$ cat src/rsc_pkg.sv
// Package of addresses, field positions, reset values and carrier types for the packet configuration bank
`default_nettype none
package rsc_pkg;
  // ==========================================================================
  // Register addresses (byte addresses on the serial configuration port)
  localparam logic [4:0] ADDR_SYNC_BYTE1 = 5'h16;
  localparam logic [4:0] ADDR_SYNC_BYTE2 = 5'h17;
  localparam logic [4:0] ADDR_SYNC_BYTE3 = 5'h18;
  localparam logic [4:0] ADDR_SYNC_BYTE4 = 5'h19;
  localparam logic [4:0] ADDR_TX_SET = 5'h1A;
  localparam logic [4:0] ADDR_CLKOUT_SET = 5'h1B;
  localparam logic [4:0] ADDR_PKT_CODE_LEN = 5'h1C;
  localparam logic [4:0] ADDR_PKT_NODE = 5'h1D;
  localparam logic [4:0] ADDR_PKT_FORMAT = 5'h1E;
  localparam logic [4:0] ADDR_PKT_FIFO = 5'h1F;
  // ==========================================================================
  // Reset values
  localparam logic [7:0] RST_SYNC_BYTE = 8'h00;
  localparam logic [7:0] RST_TX_SET = 8'h72;
  localparam logic [7:0] RST_CLKOUT_SET = 8'hBC;
  localparam logic [7:0] RST_PKT_CODE_LEN = 8'h00;
  localparam logic [7:0] RST_PKT_NODE = 8'h00;
  localparam logic [7:0] RST_PKT_FORMAT = 8'h48;
  localparam logic [7:0] RST_PKT_FIFO = 8'h00;
  localparam logic [1:0] RST_SYNC_SIZE = 2'h3;
  localparam logic [1:0] RST_SYNC_TOL = 2'h0;
  // ==========================================================================
  // Field positions
  localparam int TX_CUTOFF_LSB = 4;
  localparam int TX_POWER_LSB = 1;
  localparam int TX_ZERO_IF_BIT = 0;
  localparam int CLK_ON_BIT = 7;
  localparam int CLK_DIV_LSB = 2;
  localparam int PKT_MANCH_BIT = 7;
  localparam int PKT_FORMAT_BIT = 7;
  localparam int PKT_PREAMBLE_LSB = 5;
  localparam int PKT_WHITEN_BIT = 4;
  localparam int PKT_CRC_ON_BIT = 3;
  localparam int PKT_FILT_LSB = 1;
  localparam int PKT_CRC_OK_BIT = 0;
  localparam int FIFO_AUTOCLR_OFF_BIT = 7;
  localparam int FIFO_STBY_READ_BIT = 6;
  // Writable masks: reserved bits and the CRC result bit are stored as zero on every write
  localparam logic [7:0] MASK_CLKOUT_SET = 8'hFC;
  localparam logic [7:0] MASK_PKT_FORMAT = 8'hFE;
  localparam logic [7:0] MASK_PKT_FIFO = 8'hC0;
  // ==========================================================================
  // Address filter modes
  typedef enum logic [1:0] {
    FILT_OFF = 2'h0,
    FILT_NODE = 2'h1,
    FILT_NODE_ZERO = 2'h2,
    FILT_NODE_ZERO_ONES = 2'h3
  } rsc_filt_type;
  // Configuration handed to the transmit and receive datapaths
  typedef struct packed {
    logic [31:0] sync_pattern;
    logic [31:0] sync_mask;
    logic [1:0] sync_tol;
    logic [3:0] tx_smoothing_cutoff;
    logic [2:0] power_step;
    logic zero_if;
    logic manchester_on;
    logic [6:0] payload_length;
    logic variable_length;
    logic [2:0] preamble_bytes;
    logic whitening_on;
    logic crc_on;
    logic fifo_auto_clear;
    logic fifo_stby_read;
  } rsc_cfg_type;
endpackage
`default_nettype wire

$ cat src/rsc_clkout_div.sv
// Reference clock output divider driven by a crystal-rate enable
`default_nettype none
module rsc_clkout_div (
  // Clock and reset
  input wire logic clk,
  input wire logic rst_n,
  // Crystal-rate tick and settings
  input wire logic xtal_tick,
  input wire logic enable,
  input wire logic [4:0] divide,
  // Output
  output logic clk_out
);
  logic [4:0] count_reg;
  logic half_reg;
  // ==========================================================================
  // Divider: output toggles every divide ticks, giving xtal / (2 * divide)
  always_ff @(posedge clk)
  begin
    if (!rst_n)
    begin
      count_reg <= 5'h00;
      half_reg <= 1'b0;
    end
    else if (!enable)
    begin
      count_reg <= 5'h00;
      half_reg <= 1'b0;
    end
    else if (xtal_tick)
    begin
      if (count_reg >= divide - 5'h01)
      begin
        count_reg <= 5'h00;
        half_reg <= ~half_reg;
      end
      else
      begin
        count_reg <= count_reg + 5'h01;
      end
    end
  end
  // Zero divide passes the crystal tick through; registered for clean timing
  always_ff @(posedge clk)
  begin
    if (!rst_n)
      clk_out <= 1'b0;
    else if (!enable)
      clk_out <= 1'b0;
    else if (divide == 5'h00)
      clk_out <= xtal_tick;
    else
      clk_out <= half_reg;
  end
endmodule
`default_nettype wire

$ cat src/rsc_config_bank.sv
// Sync, transmit, clock output and packet handler configuration registers
// Functional notes
// RULE_01 - Second sync byte used only when sync length code is not 00
// RULE_02 - Third sync byte used for codes 1x, fourth only for 11
// RULE_03 - Sync length codes 00..11 give 8, 16, 24, 32 bits; 32 at reset
// RULE_04 - Sync error tolerance zero to three bits; zero at reset
// RULE_05 - Transmit bits 7-4 set smoothing filter cutoff; reset 0111
// RULE_06 - Transmit bits 3-1 set power step, 0 is maximum; reset 001
// RULE_07 - Transmit bit 0 selects zero-IF, deviation unused
// RULE_08 - Oscillator bit 7 gates the reference clock pin; enabled at reset
// RULE_09 - Divider field 6-2: zero passes crystal, else divide by twice value
// RULE_10 - Address 28 bit 7 enables Manchester coding; off at reset
// RULE_11 - Length field: exact length fixed, receive maximum variable
// RULE_12 - Eight-bit node address, reset zero, compared when filtering
// RULE_13 - Address 30 bit 7 selects fixed (reset) or variable format
// RULE_14 - Preamble one to four bytes; three at reset
// RULE_15 - Bit 4 enables whitening; off at reset
// RULE_16 - Bit 3 enables CRC generation and check; on at reset
// RULE_17 - Address filter: off, node, plus 0x00, plus 0xFF
// RULE_18 - Address 30 bit 0 is read-only CRC pass flag
// RULE_19 - Address 31 bit 7 clear means auto FIFO clear on CRC failure
// RULE_20 - Address 31 bit 6 sets standby FIFO direction, write at reset
// RULE_21 - Host programs byte registers one address per transfer
// RULE_22 - Host writes reserved bits as zero, never the CRC flag
// RULE_23 - Every field takes its default on reset before any access
`default_nettype none
module rsc_config_bank (
  // Clock and reset
  input wire logic clk,
  input wire logic rst_n,
  // Register access from the serial configuration port
  input wire logic reg_wr,
  input wire logic reg_rd,
  input wire logic [4:0] reg_addr,
  input wire logic [7:0] reg_wdata,
  output logic [7:0] reg_rdata,
  // Sync recognition settings held in the neighbouring sync control register
  input wire logic [1:0] sync_size,
  input wire logic [1:0] sync_tol,
  // Receive packet events
  input wire logic rx_crc_valid,
  input wire logic rx_crc_pass,
  input wire logic rx_addr_valid,
  input wire logic [7:0] rx_addr,
  // Crystal-rate tick for the clock output
  input wire logic xtal_tick,
  // Outputs to datapath and pins
  output rsc_pkg::rsc_cfg_type cfg,
  output logic rx_addr_accept,
  output logic fifo_clear,
  output logic clkout_pin
);
  logic [7:0] sync_reg [4];
  logic [7:0] tx_reg;
  logic [7:0] clk_reg;
  logic [7:0] code_len_reg;
  logic [7:0] node_reg;
  logic [7:0] format_reg;
  logic [7:0] fifo_reg;
  logic crc_ok_reg;
  logic [1:0] sync_size_reg;
  logic [1:0] sync_tol_reg;
  logic clkout_raw;
  logic [3:0] sync_used;
  // ==========================================================================
  // Helpers
  // Byte enables of the sync pattern for a given length code
  function automatic logic [3:0] sync_bytes_used(input logic [1:0] size);
    logic [3:0] used;
    used = 4'h1;
    if (size != 2'h0)
      used[1] = 1'b1; // RULE_01
    if (size[1])
      used[2] = 1'b1; // RULE_02
    if (size == 2'h3)
      used[3] = 1'b1; // RULE_02
    return used;
  endfunction
  // Address filter decision for a received address
  function automatic logic addr_match(input logic [1:0] mode, input logic [7:0] node, input logic [7:0] addr);
    logic hit;
    hit = 1'b0;
    case (mode)
      rsc_pkg::FILT_OFF: hit = 1'b1;
      rsc_pkg::FILT_NODE: hit = (addr == node);
      rsc_pkg::FILT_NODE_ZERO: hit = (addr == node) || (addr == 8'h00);
      default: hit = (addr == node) || (addr == 8'h00) || (addr == 8'hFF);
    endcase
    return hit; // RULE_17
  endfunction
  // ==========================================================================
  // Sync pattern bytes
  always_ff @(posedge clk)
  begin
    if (!rst_n)
    begin
      for (int i = 0; i < 4; i++)
        sync_reg[i] <= rsc_pkg::RST_SYNC_BYTE; // RULE_23
    end
    else if (reg_wr && reg_addr >= rsc_pkg::ADDR_SYNC_BYTE1 && reg_addr <= rsc_pkg::ADDR_SYNC_BYTE4)
    begin
      sync_reg[2'(reg_addr - rsc_pkg::ADDR_SYNC_BYTE1)] <= reg_wdata; // RULE_21
    end
  end
  // Sync size and tolerance sampled from the sync control register
  always_ff @(posedge clk)
  begin
    if (!rst_n)
    begin
      sync_size_reg <= rsc_pkg::RST_SYNC_SIZE; // RULE_03
      sync_tol_reg <= rsc_pkg::RST_SYNC_TOL; // RULE_04
    end
    else
    begin
      sync_size_reg <= sync_size;
      sync_tol_reg <= sync_tol;
    end
  end
  // ==========================================================================
  // Transmit, clock output and packet registers
  always_ff @(posedge clk)
  begin
    if (!rst_n)
    begin
      tx_reg <= rsc_pkg::RST_TX_SET; // RULE_05
      clk_reg <= rsc_pkg::RST_CLKOUT_SET; // RULE_08
      code_len_reg <= rsc_pkg::RST_PKT_CODE_LEN; // RULE_10
      node_reg <= rsc_pkg::RST_PKT_NODE; // RULE_12
      format_reg <= rsc_pkg::RST_PKT_FORMAT; // RULE_13
      fifo_reg <= rsc_pkg::RST_PKT_FIFO; // RULE_19
    end
    else if (reg_wr)
    begin
      if (reg_addr == rsc_pkg::ADDR_TX_SET)
        tx_reg <= reg_wdata;
      else if (reg_addr == rsc_pkg::ADDR_CLKOUT_SET)
        clk_reg <= reg_wdata & rsc_pkg::MASK_CLKOUT_SET;
      else if (reg_addr == rsc_pkg::ADDR_PKT_CODE_LEN)
        code_len_reg <= reg_wdata;
      else if (reg_addr == rsc_pkg::ADDR_PKT_NODE)
        node_reg <= reg_wdata;
      else if (reg_addr == rsc_pkg::ADDR_PKT_FORMAT)
        format_reg <= reg_wdata & rsc_pkg::MASK_PKT_FORMAT; // RULE_18
      else if (reg_addr == rsc_pkg::ADDR_PKT_FIFO)
        fifo_reg <= reg_wdata & rsc_pkg::MASK_PKT_FIFO;
    end
  end
  // CRC result of the current packet; host writes cannot touch it
  always_ff @(posedge clk)
  begin
    if (!rst_n)
      crc_ok_reg <= 1'b0;
    else if (rx_crc_valid)
      crc_ok_reg <= rx_crc_pass; // RULE_18
  end
  // ==========================================================================
  // Read data, registered
  always_ff @(posedge clk)
  begin
    if (!rst_n)
      reg_rdata <= 8'h00;
    else if (reg_rd)
    begin
      if (reg_addr >= rsc_pkg::ADDR_SYNC_BYTE1 && reg_addr <= rsc_pkg::ADDR_SYNC_BYTE4)
        reg_rdata <= sync_reg[2'(reg_addr - rsc_pkg::ADDR_SYNC_BYTE1)];
      else if (reg_addr == rsc_pkg::ADDR_TX_SET)
        reg_rdata <= tx_reg;
      else if (reg_addr == rsc_pkg::ADDR_CLKOUT_SET)
        reg_rdata <= clk_reg;
      else if (reg_addr == rsc_pkg::ADDR_PKT_CODE_LEN)
        reg_rdata <= code_len_reg;
      else if (reg_addr == rsc_pkg::ADDR_PKT_NODE)
        reg_rdata <= node_reg;
      else if (reg_addr == rsc_pkg::ADDR_PKT_FORMAT)
        reg_rdata <= {format_reg[7:1], crc_ok_reg}; // RULE_18
      else if (reg_addr == rsc_pkg::ADDR_PKT_FIFO)
        reg_rdata <= fifo_reg;
      else
        reg_rdata <= 8'h00; // Outside this bank
    end
  end
  // Byte enables of the active sync length, named so single bits can be picked
  assign sync_used = sync_bytes_used(sync_size_reg); // RULE_03
  // ==========================================================================
  // Configuration to the datapaths, registered so every output is a flop
  always_ff @(posedge clk)
  begin
    if (!rst_n)
    begin
      cfg <= '0;
    end
    else
    begin
      cfg.sync_pattern <= {sync_reg[0], sync_reg[1], sync_reg[2], sync_reg[3]};
      cfg.sync_mask <= {{8{sync_used[0]}}, {8{sync_used[1]}}, {8{sync_used[2]}}, {8{sync_used[3]}}}; // RULE_03
      cfg.sync_tol <= sync_tol_reg; // RULE_04
      cfg.tx_smoothing_cutoff <= tx_reg[rsc_pkg::TX_CUTOFF_LSB +: 4]; // RULE_05
      cfg.power_step <= tx_reg[rsc_pkg::TX_POWER_LSB +: 3]; // RULE_06
      cfg.zero_if <= tx_reg[rsc_pkg::TX_ZERO_IF_BIT]; // RULE_07
      cfg.manchester_on <= code_len_reg[rsc_pkg::PKT_MANCH_BIT]; // RULE_10
      cfg.payload_length <= code_len_reg[6:0]; // RULE_11
      cfg.variable_length <= format_reg[rsc_pkg::PKT_FORMAT_BIT]; // RULE_13
      cfg.preamble_bytes <= 3'(format_reg[rsc_pkg::PKT_PREAMBLE_LSB +: 2]) + 3'h1; // RULE_14
      cfg.whitening_on <= format_reg[rsc_pkg::PKT_WHITEN_BIT]; // RULE_15
      cfg.crc_on <= format_reg[rsc_pkg::PKT_CRC_ON_BIT]; // RULE_16
      cfg.fifo_auto_clear <= ~fifo_reg[rsc_pkg::FIFO_AUTOCLR_OFF_BIT]; // RULE_19
      cfg.fifo_stby_read <= fifo_reg[rsc_pkg::FIFO_STBY_READ_BIT]; // RULE_20
    end
  end
  // ==========================================================================
  // Receive address filter, one cycle after the address strobe
  always_ff @(posedge clk)
  begin
    if (!rst_n)
      rx_addr_accept <= 1'b0;
    else if (rx_addr_valid)
      rx_addr_accept <= addr_match(format_reg[rsc_pkg::PKT_FILT_LSB +: 2], node_reg, rx_addr); // RULE_12
  end
  // FIFO clear pulse on CRC failure; only meaningful while CRC checking is on
  always_ff @(posedge clk)
  begin
    if (!rst_n)
      fifo_clear <= 1'b0;
    else
      fifo_clear <= rx_crc_valid && !rx_crc_pass && format_reg[rsc_pkg::PKT_CRC_ON_BIT]
                    && !fifo_reg[rsc_pkg::FIFO_AUTOCLR_OFF_BIT]; // RULE_19
  end
  // ==========================================================================
  // Reference clock output
  rsc_clkout_div u_clkout (
    .clk(clk),
    .rst_n(rst_n),
    .xtal_tick(xtal_tick),
    .enable(clk_reg[rsc_pkg::CLK_ON_BIT]), // RULE_08
    .divide(clk_reg[rsc_pkg::CLK_DIV_LSB +: 5]), // RULE_09
    .clk_out(clkout_raw)
  );
  // Extra flop so the pin comes straight from a register
  always_ff @(posedge clk)
  begin
    if (!rst_n)
      clkout_pin <= 1'b0;
    else
      clkout_pin <= clkout_raw;
  end
endmodule
`default_nettype wire

$ cat config.mk
export PLATFORM = sky130hd
export DESIGN_NAME = rsc_config_bank
export DESIGN_NICKNAME = d
export VERILOG_FILES = /design/src/rsc_pkg.sv /design/src/rsc_clkout_div.sv /design/src/rsc_config_bank.sv
export SDC_FILE = /design/constraint.sdc
export NUM_CORES = 1
export LEC_CHECK = 0
export BUFFER_PORTS_ARGS = -buffer_cell sky130_fd_sc_hd__buf_2
export CAP_MARGIN = 20
export CORE_UTILIZATION = 39
export DETAILED_ROUTE_END_ITERATION = 8
export PLACE_DENSITY = 0.7
export SYNTH_ARGS = -nofsm -noshare
export SYNTH_HDL_FRONTEND = slang
export SYNTH_HIERARCHICAL = 1
export SYNTH_SLANG_ARGS = --single-unit
$ cat constraint.sdc
create_clock -name clk -period 3.03 [get_ports clk]
set_clock_uncertainty 0.1 [all_clocks]
set_input_delay 0 -clock clk [delete_from_list [all_inputs] [get_ports clk]]
set_output_delay 0 -clock clk [all_outputs]
set_load 0.005 [all_outputs]
==> results of run 1 <==
repair_timing:
| action | in CTS | in global routing |
|---|---|---|
| hold buffers | 22 | 0 |
| hold endpoints to repair | 89 | 0 |
| buffers inserted | 0 | 0 |
| resized for setup | 0 | 0 |
area by class of cell:
type,count,share of cell area [%]
Inverter,15,0.708
Tap cell,216,3.40
Timing Repair Buffer,163,12.1
Clock buffer,23,6.28
Multi-Input combinational cell,371,32.8
Sequential cell,156,43.3
Antenna cell,1,0.0315
Clock inverter,9,1.35
worst max-delay path, stage by stage (launching register included):
cell and delay [ns]:
dfxtp_1 0.34, inv_1 0.10, ha_1 0.19, nand2b_1 0.08
nor3_1 0.24, nor2_1 0.08, ha_1 0.30, a21oi_2 0.21
nor2_1 0.07, a31o_1 0.17, or3b_1 0.35
worst max-delay path by stage:
stage,startpoint,end,slack (ns),depth (start not counted)
after global routing,clk_reg[2]$_SDFFE_PN1P_,u_clkout/half_reg$_SDFFE_PN0P_,0.48,10
final,clk_reg[2]$_SDFFE_PN1P_,u_clkout/half_reg$_SDFFE_PN0P_,0.70,10
after floorplan,clk_reg[2]$_SDFFE_PN1P_,u_clkout/half_reg$_SDFFE_PN0P_,0.84,10
after CTS,clk_reg[2]$_SDFFE_PN1P_,u_clkout/half_reg$_SDFFE_PN0P_,0.69,10
after detailed placement,clk_reg[2]$_SDFFE_PN1P_,u_clkout/half_reg$_SDFFE_PN0P_,0.70,10
after global placement,clk_reg[2]$_SDFFE_PN1P_,u_clkout/half_reg$_SDFFE_PN0P_,0.76,10
metrics by stage:
stage,setup slack (ns),std cells,hold slack (ns),util (%)
after floorplan,0.844,609,-0.0723,-
after global placement,0.755,899,0.0953,44.2
after detailed placement,0.700,899,0.0926,44.2
after CTS,0.692,953,0.00294,49.3
after global routing,0.477,953,0.0175,49.3
final,0.696,954,0.0209,49.3
cell usage in the layout (no fill, tap or decap), types with 3 or more instances in the layout:
master,n
a21boi_0,15
a21oi_1,11
a221oi_1,4
a31oi_1,9
and2_1,70
and3_1,26
buf_2,133
buf_4,7
clkbuf_16,18
clkbuf_8,3
dfxtp_1,124
dlygate4sd3_1,22
edfxtp_1,32
ha_1,8
inv_1,15
mux2i_1,29
mux4_2,8
nand2_1,41
nand2b_1,12
nand3_1,5
nand4_1,4
nor2_1,10
nor2b_1,18
nor3_1,4
nor3_4,3
o211ai_1,4
o21a_1,3
o21ai_0,37
o221ai_1,8
o22ai_1,3
xor2_1,10
logic make-up (layout without fill, tap and decap cells):
logic type / Yosys count / in the layout / synth area share [%]
compound gates: 109 / 109 / 11.2
mux: 37 / 37 / 7.22
other cells: 0 / 1 / 0
flops: 156 / 156 / 52.8
buf+inv: 82 / 210 / 7.14
xor+xnor: 12 / 12 / 1.61
fa+ha+maj: 8 / 8 / 1.54
simple gates: 205 / 205 / 18.5
per-layer routing:
layer	track usage (%)	wire, um	up-vias
met5	0	0	-
met1	24.2	6980	2273
met4	7.04	278	0
met2	27.8	6870	188
met3	5.59	1220	23
li1	-	-	2336
power breakdown:
group	internal (mW)	total, mW	switching, mW
clock	1.33	2.15	0.824
combinational	0.164	0.358	0.194
sequential	2.20	2.24	0.0381
total	3.69	4.74	1.06
==> flow_metrics.env, run 1 <==
export IMPL_outcome="completed"
export IMPL_finalHoldViolations=0
export IMPL_r2r_start="clk_reg[2]$_SDFFE_PN1P_"
export IMPL_vdd_ir_drop_max_v=0.000390
export IMPL_placed_area_um2=7120
export IMPL_htree_levels=4
export IMPL_finalInstanceArea_um2=7950
export IMPL_overflow=0
export IMPL_pin_count=134
export IMPL_multi_input_area_um2=2610
export IMPL_yosys_top_cells_area="dfxtp_1 38%, edfxtp_1 15%, and2_1 6.7%"
export IMPL_syn_avg_cell_area_um2=10.7
export IMPL_clock_latency_ns=0.43
export IMPL_fp_dieArea_um2=17200
export IMPL_worstMarginPinSlew_ns=0.817
export IMPL_grt_pass1_vias=4554
export IMPL_synth_common_cells="124 x dfxtp_1, 70 x and2_1, 41 x nand2_1, 37 x o21ai_0, 32 x edfxtp_1"
export IMPL_yosys_warnings=6
export IMPL_power_leakage_nw=3.35
export IMPL_final_setup_tns_ns=0
export IMPL_crit_fanout=4
export IMPL_dieWidth_um=131
export IMPL_whs_path_depth=4
export IMPL_cap_violations=0
export IMPL_grt_setup_unrepaired="no"
export IMPL_power_mw=4.74
export IMPL_synth_seq_cells=156
export IMPL_rr_endpoint="u_clkout/half_reg$_SDFFE_PN0P_"
export IMPL_nets=765
export IMPL_min_period_ns=2.33
export IMPL_crit_path_end_kind="flop"
export IMPL_drcViolationCount=0
export IMPL_hp_class="input port to flop"
export IMPL_gp_congestion=0.854
export IMPL_fillers=1472
export IMPL_cts_buffers=17
export IMPL_hpwl_mm=10.6
export IMPL_drt_wl_total_mm=15.3
export IMPL_cts_tree="done"
export IMPL_grt_use_total_pct=18.3
export IMPL_fp_dieH_um=131
export IMPL_fmax_mhz=428
export IMPL_holdPathEnd="reg_rdata[6]$_SDFFE_PN0P_"
export IMPL_drive_gt1_share_pct=25.4
export IMPL_path_class="flop to flop"
export IMPL_yosysUniqueCellTypes=54
export IMPL_drtPass1Iterations=5
export IMPL_ys_flop_type="dfxtp_1"
export IMPL_drtIter0Drc=340
export IMPL_yosys_area_top_type="dfxtp_1"
export IMPL_antenna_found_initial=1
export IMPL_grt_start_max_net_pins=90
export IMPL_vias=4820
export IMPL_wl_per_cell_um=16.1
export IMPL_register_area_um2=3440
export IMPL_setup_violations=0
export IMPL_yosysMostFrequentCell="dfxtp_1"
export IMPL_cts_buffer_depth=2
export IMPL_port_buffers=133
export IMPL_area_growth_pct=21.9
export IMPL_rr_worst_depth=10
export IMPL_viasPerCell=5.05
export IMPL_cp_arrival_ns=2.54
export IMPL_powerDensity_nw_per_um2=597
export IMPL_grt_pass1_wl_mm=24.5
export IMPL_yosysSeqAreaShare_pct=52.8
export IMPL_rrSetupSlack_ns=0.70
export IMPL_hp_start="reg_addr[2]"
export IMPL_fp_row_count=46
export IMPL_syn_area_um2=6520
export IMPL_period_share_pct=77.0
export IMPL_report_final_slew_viol_count=0
export IMPL_slew_headroom_pct=45.5
export IMPL_coreArea_um2=16100
export IMPL_required_ns=3.24
export IMPL_cts_clk_slew_worst_paths_ns=0.07
export IMPL_postSynthCellCount=609
export IMPL_clock_sinks=156
export IMPL_initial_core_util_pct=40.5
export IMPL_synthArstFlopShare_pct=0
export IMPL_setup_worst_path_start_class="flop"
export IMPL_synth_top_cell_area_share_pct=38.1
export IMPL_cts_root_buf="clkbuf_16"
export IMPL_largest_register_ffs=62
export IMPL_ant_nets=0
export IMPL_synth_edf_count=32
export IMPL_syn_num_nets=650
(Power assumes the default switching activity.)
==> inputs of run 2 (changes only) <==
ABC_AREA = 1   (was unset)
clock period = 2.4 ns   (was 3.03 ns; I/O delays follow)
==> run 2 against run 1 <==
  * Worst hold slack gained 0.055 ns
  * Flip-flop and latch count did not move
  * Register-to-register slack got worse by 0.36 ns
  * Count of clock-buffer cells in the layout shrank 1
  * Sequential share of layout area decreased by 0.061 points
  * Routed wire length increased by 3.3%
  * Non-clock buffer count rose by 2
  * Largest cell class unchanged
==> flow_metrics.env, run 2 <==
export IMPL_outcome="completed"
export IMPL_grt_setup_unrepaired="no"
export IMPL_viasPerCell=4.65
export IMPL_synth_common_cells="220 x nand2_1, 124 x dfxtp_1, 111 x inv_1, 97 x nor2_1, 36 x nand3_1"
export IMPL_finalHoldViolations=0
export IMPL_min_period_ns=2.16
export IMPL_power_leakage_nw=4.11
export IMPL_yosys_top_cells_area="dfxtp_1 39%, edfxtp_1 15%, nand2_1 13%"
export IMPL_setup_violations=0
export IMPL_synthArstFlopShare_pct=0
export IMPL_overflow=0
export IMPL_drive_gt1_share_pct=20.3
export IMPL_yosys_warnings=6
export IMPL_finalNonFillerCells=1161
export IMPL_yosysUniqueCellTypes=33
export IMPL_largest_register_ffs=62
export IMPL_vdd_ir_drop_max_v=0.000531
export IMPL_pin_count=134
export IMPL_placed_area_um2=7070
export IMPL_clock_sinks=156
export IMPL_htree_levels=4
export IMPL_nets=974
export IMPL_holdPathEnd="node_reg[0]$_SDFFE_PN0P_"
export IMPL_fp_dieArea_um2=16900
export IMPL_antenna_found_initial=0
export IMPL_coreArea_um2=15900
export IMPL_r2r_start="clk_reg[2]$_SDFFE_PN1P_"
export IMPL_hp_class="input port to flop"
export IMPL_wl_per_cell_um=13.7
export IMPL_postSynthCellCount=800
export IMPL_final_cell_mix="220 x nand2_1, 133 x buf_2, 124 x dfxtp_1"
export IMPL_cp_arrival_ns=2.16
export IMPL_final_setup_tns_ns=0
export IMPL_yosysMostFrequentCell="nand2_1"
export IMPL_syn_avg_cell_area_um2=7.97
export IMPL_crit_path_end_kind="flop"
export IMPL_vias=5401
export IMPL_antenna_cells=0
export IMPL_hpwl_mm=11.4
export IMPL_grt_pass1_vias=4994
export IMPL_area_growth_pct=24.7
export IMPL_grt_use_total_pct=19.5
export IMPL_multi_input_area_um2=2180
export IMPL_cts_buffer_depth=2
export IMPL_cts_buffers=17
export IMPL_synth_top_cell_area_share_pct=38.9
export IMPL_fp_dieH_um=130
export IMPL_port_buffers=133
export IMPL_yosys_area_top_type="dfxtp_1"
export IMPL_place_inst=1107
export IMPL_cts_root_buf="clkbuf_16"
export IMPL_cts_tree="done"
export IMPL_cts_resized=0
export IMPL_synth_edf_count=32
export IMPL_initial_core_util_pct=40.0
export IMPL_critPathLaunch="reg_addr[2]"
export IMPL_syn_num_nets=841
export IMPL_required_ns=2.39
export IMPL_report_final_slew_viol_count=0
export IMPL_layout_commonest_cell="nand2_1"
export IMPL_drt_wl_total_mm=15.9
export IMPL_period_share_pct=90.1
export IMPL_fp_row_count=46
export IMPL_hp_start="reg_addr[3]"
export IMPL_drtIter0Drc=385
export IMPL_cts_clk_slew_worst_paths_ns=0.06
export IMPL_drtPass1Iterations=5
export IMPL_fmax_mhz=463
export IMPL_ys_flop_type="dfxtp_1"
export IMPL_rrSetupSlack_ns=0.34
export IMPL_whs_path_depth=5
export IMPL_slew_headroom_pct=58.5
export IMPL_synth_seq_cells=156
export IMPL_gp_congestion=0.903
export IMPL_crit_fanout=9
export IMPL_ant_nets=0
export IMPL_syn_area_um2=6380
export IMPL_fillers=1538
export IMPL_finalInstanceArea_um2=7960
export IMPL_rr_worst_depth=14
export IMPL_yosysSeqAreaShare_pct=54.0
export IMPL_clock_latency_ns=0.43
export IMPL_dieWidth_um=130
export IMPL_rr_endpoint="u_clkout/count_reg[3]$_SDFFE_PN0P_"
export IMPL_cap_violations=0
export IMPL_fin_util_pct=49.9
export IMPL_grt_pass1_wl_mm=24.7
export IMPL_grt_start_max_net_pins=65
export IMPL_worstMarginPinSlew_ns=0.622
export IMPL_setup_worst_path_start_class="input port"
export IMPL_register_area_um2=3440
export IMPL_powerDensity_nw_per_um2=784
export IMPL_path_class="input port to flop"
export IMPL_drcViolationCount=0
## run 2: power breakdown
part	total, mW	switching [mW]	internal (mW)	leakage [nW]
registers	2.83	0.0513	2.78	1.32
clock network	2.95	1.04	1.92	0.323
logic	0.460	0.279	0.181	2.47
## run 2: critical path, stage by stage
cell and delay, ns:
dlygate4sd3_1 0.55, buf_2 0.14, inv_1 0.07, nand2_1 0.18, nand2_1 0.14, nand2_1 0.09
nor2_4 0.20, nand3_2 0.17, inv_2 0.18, nand2_1 0.13, nand2_1 0.29
## run 2: layout make-up
cell class / instances / share of cell area [%]
clock buffer: 22 / 6.37
multi-input combinational: 477 / 27.4
tap: 216 / 3.40
clock inverter: 9 / 1.95
timing repair buffer: 165 / 12.1
sequential: 156 / 43.3
inverter: 116 / 5.47
## run 2: kinds of logic after synthesis
| kind of cell | synth area share (%) |
|---|---|
| buffers and inverters | 11.8 |
| multiplexers | 0.157 |
| flip-flops | 54.0 |
| AO/OA/AOI/OAI | 5.02 |
| adder cells (fa/ha/maj) | 1.57 |
| AND/OR/NAND/NOR | 25.8 |
| XOR/XNOR | 1.65 |
## run 2: metrics by stage
step	hold WS [ns]	total power, mW	setup slack, ns
5_1_grt	0.117	6.47	0.0546
3_5_place_dp	0.0893	3.31	0.355
3_3_place_gp	0.0869	3.31	0.414
2_1_floorplan	-0.0723	3.15	0.511
4_1_cts	0.0542	6.29	0.280
6_report	0.0758	6.24	0.239
## run 2: per-layer routing
layer  share of wire [%]  GRT usage, %
met1                  43          24.7
met2                  46          30.6
met3                 7.5          4.55
met4                 3.2          10.8
met5                   0             0
## run 2: worst max path at each step
stage,endpoint,slack [ns],depth (start not counted)
detailed placement,u_clkout/count_reg[3]$_SDFFE_PN0P_,0.36,14
finish,sync_reg[2][2]$_SDFFCE_PN0P_,0.24,11
global route,sync_reg[2][3]$_SDFFCE_PN0P_,0.05,11
global placement,u_clkout/count_reg[2]$_SDFFE_PN0P_,0.41,14
CTS,sync_reg[0][3]$_SDFFCE_PN0P_,0.28,11
floorplan,u_clkout/count_reg[0]$_SDFFE_PN0P_,0.51,14
## run 2: timing repair
action | in CTS | in global routing
endpoints found under the hold margin | 67 | 0
hold buffers | 23 | 0
buffers inserted | 0 | 0
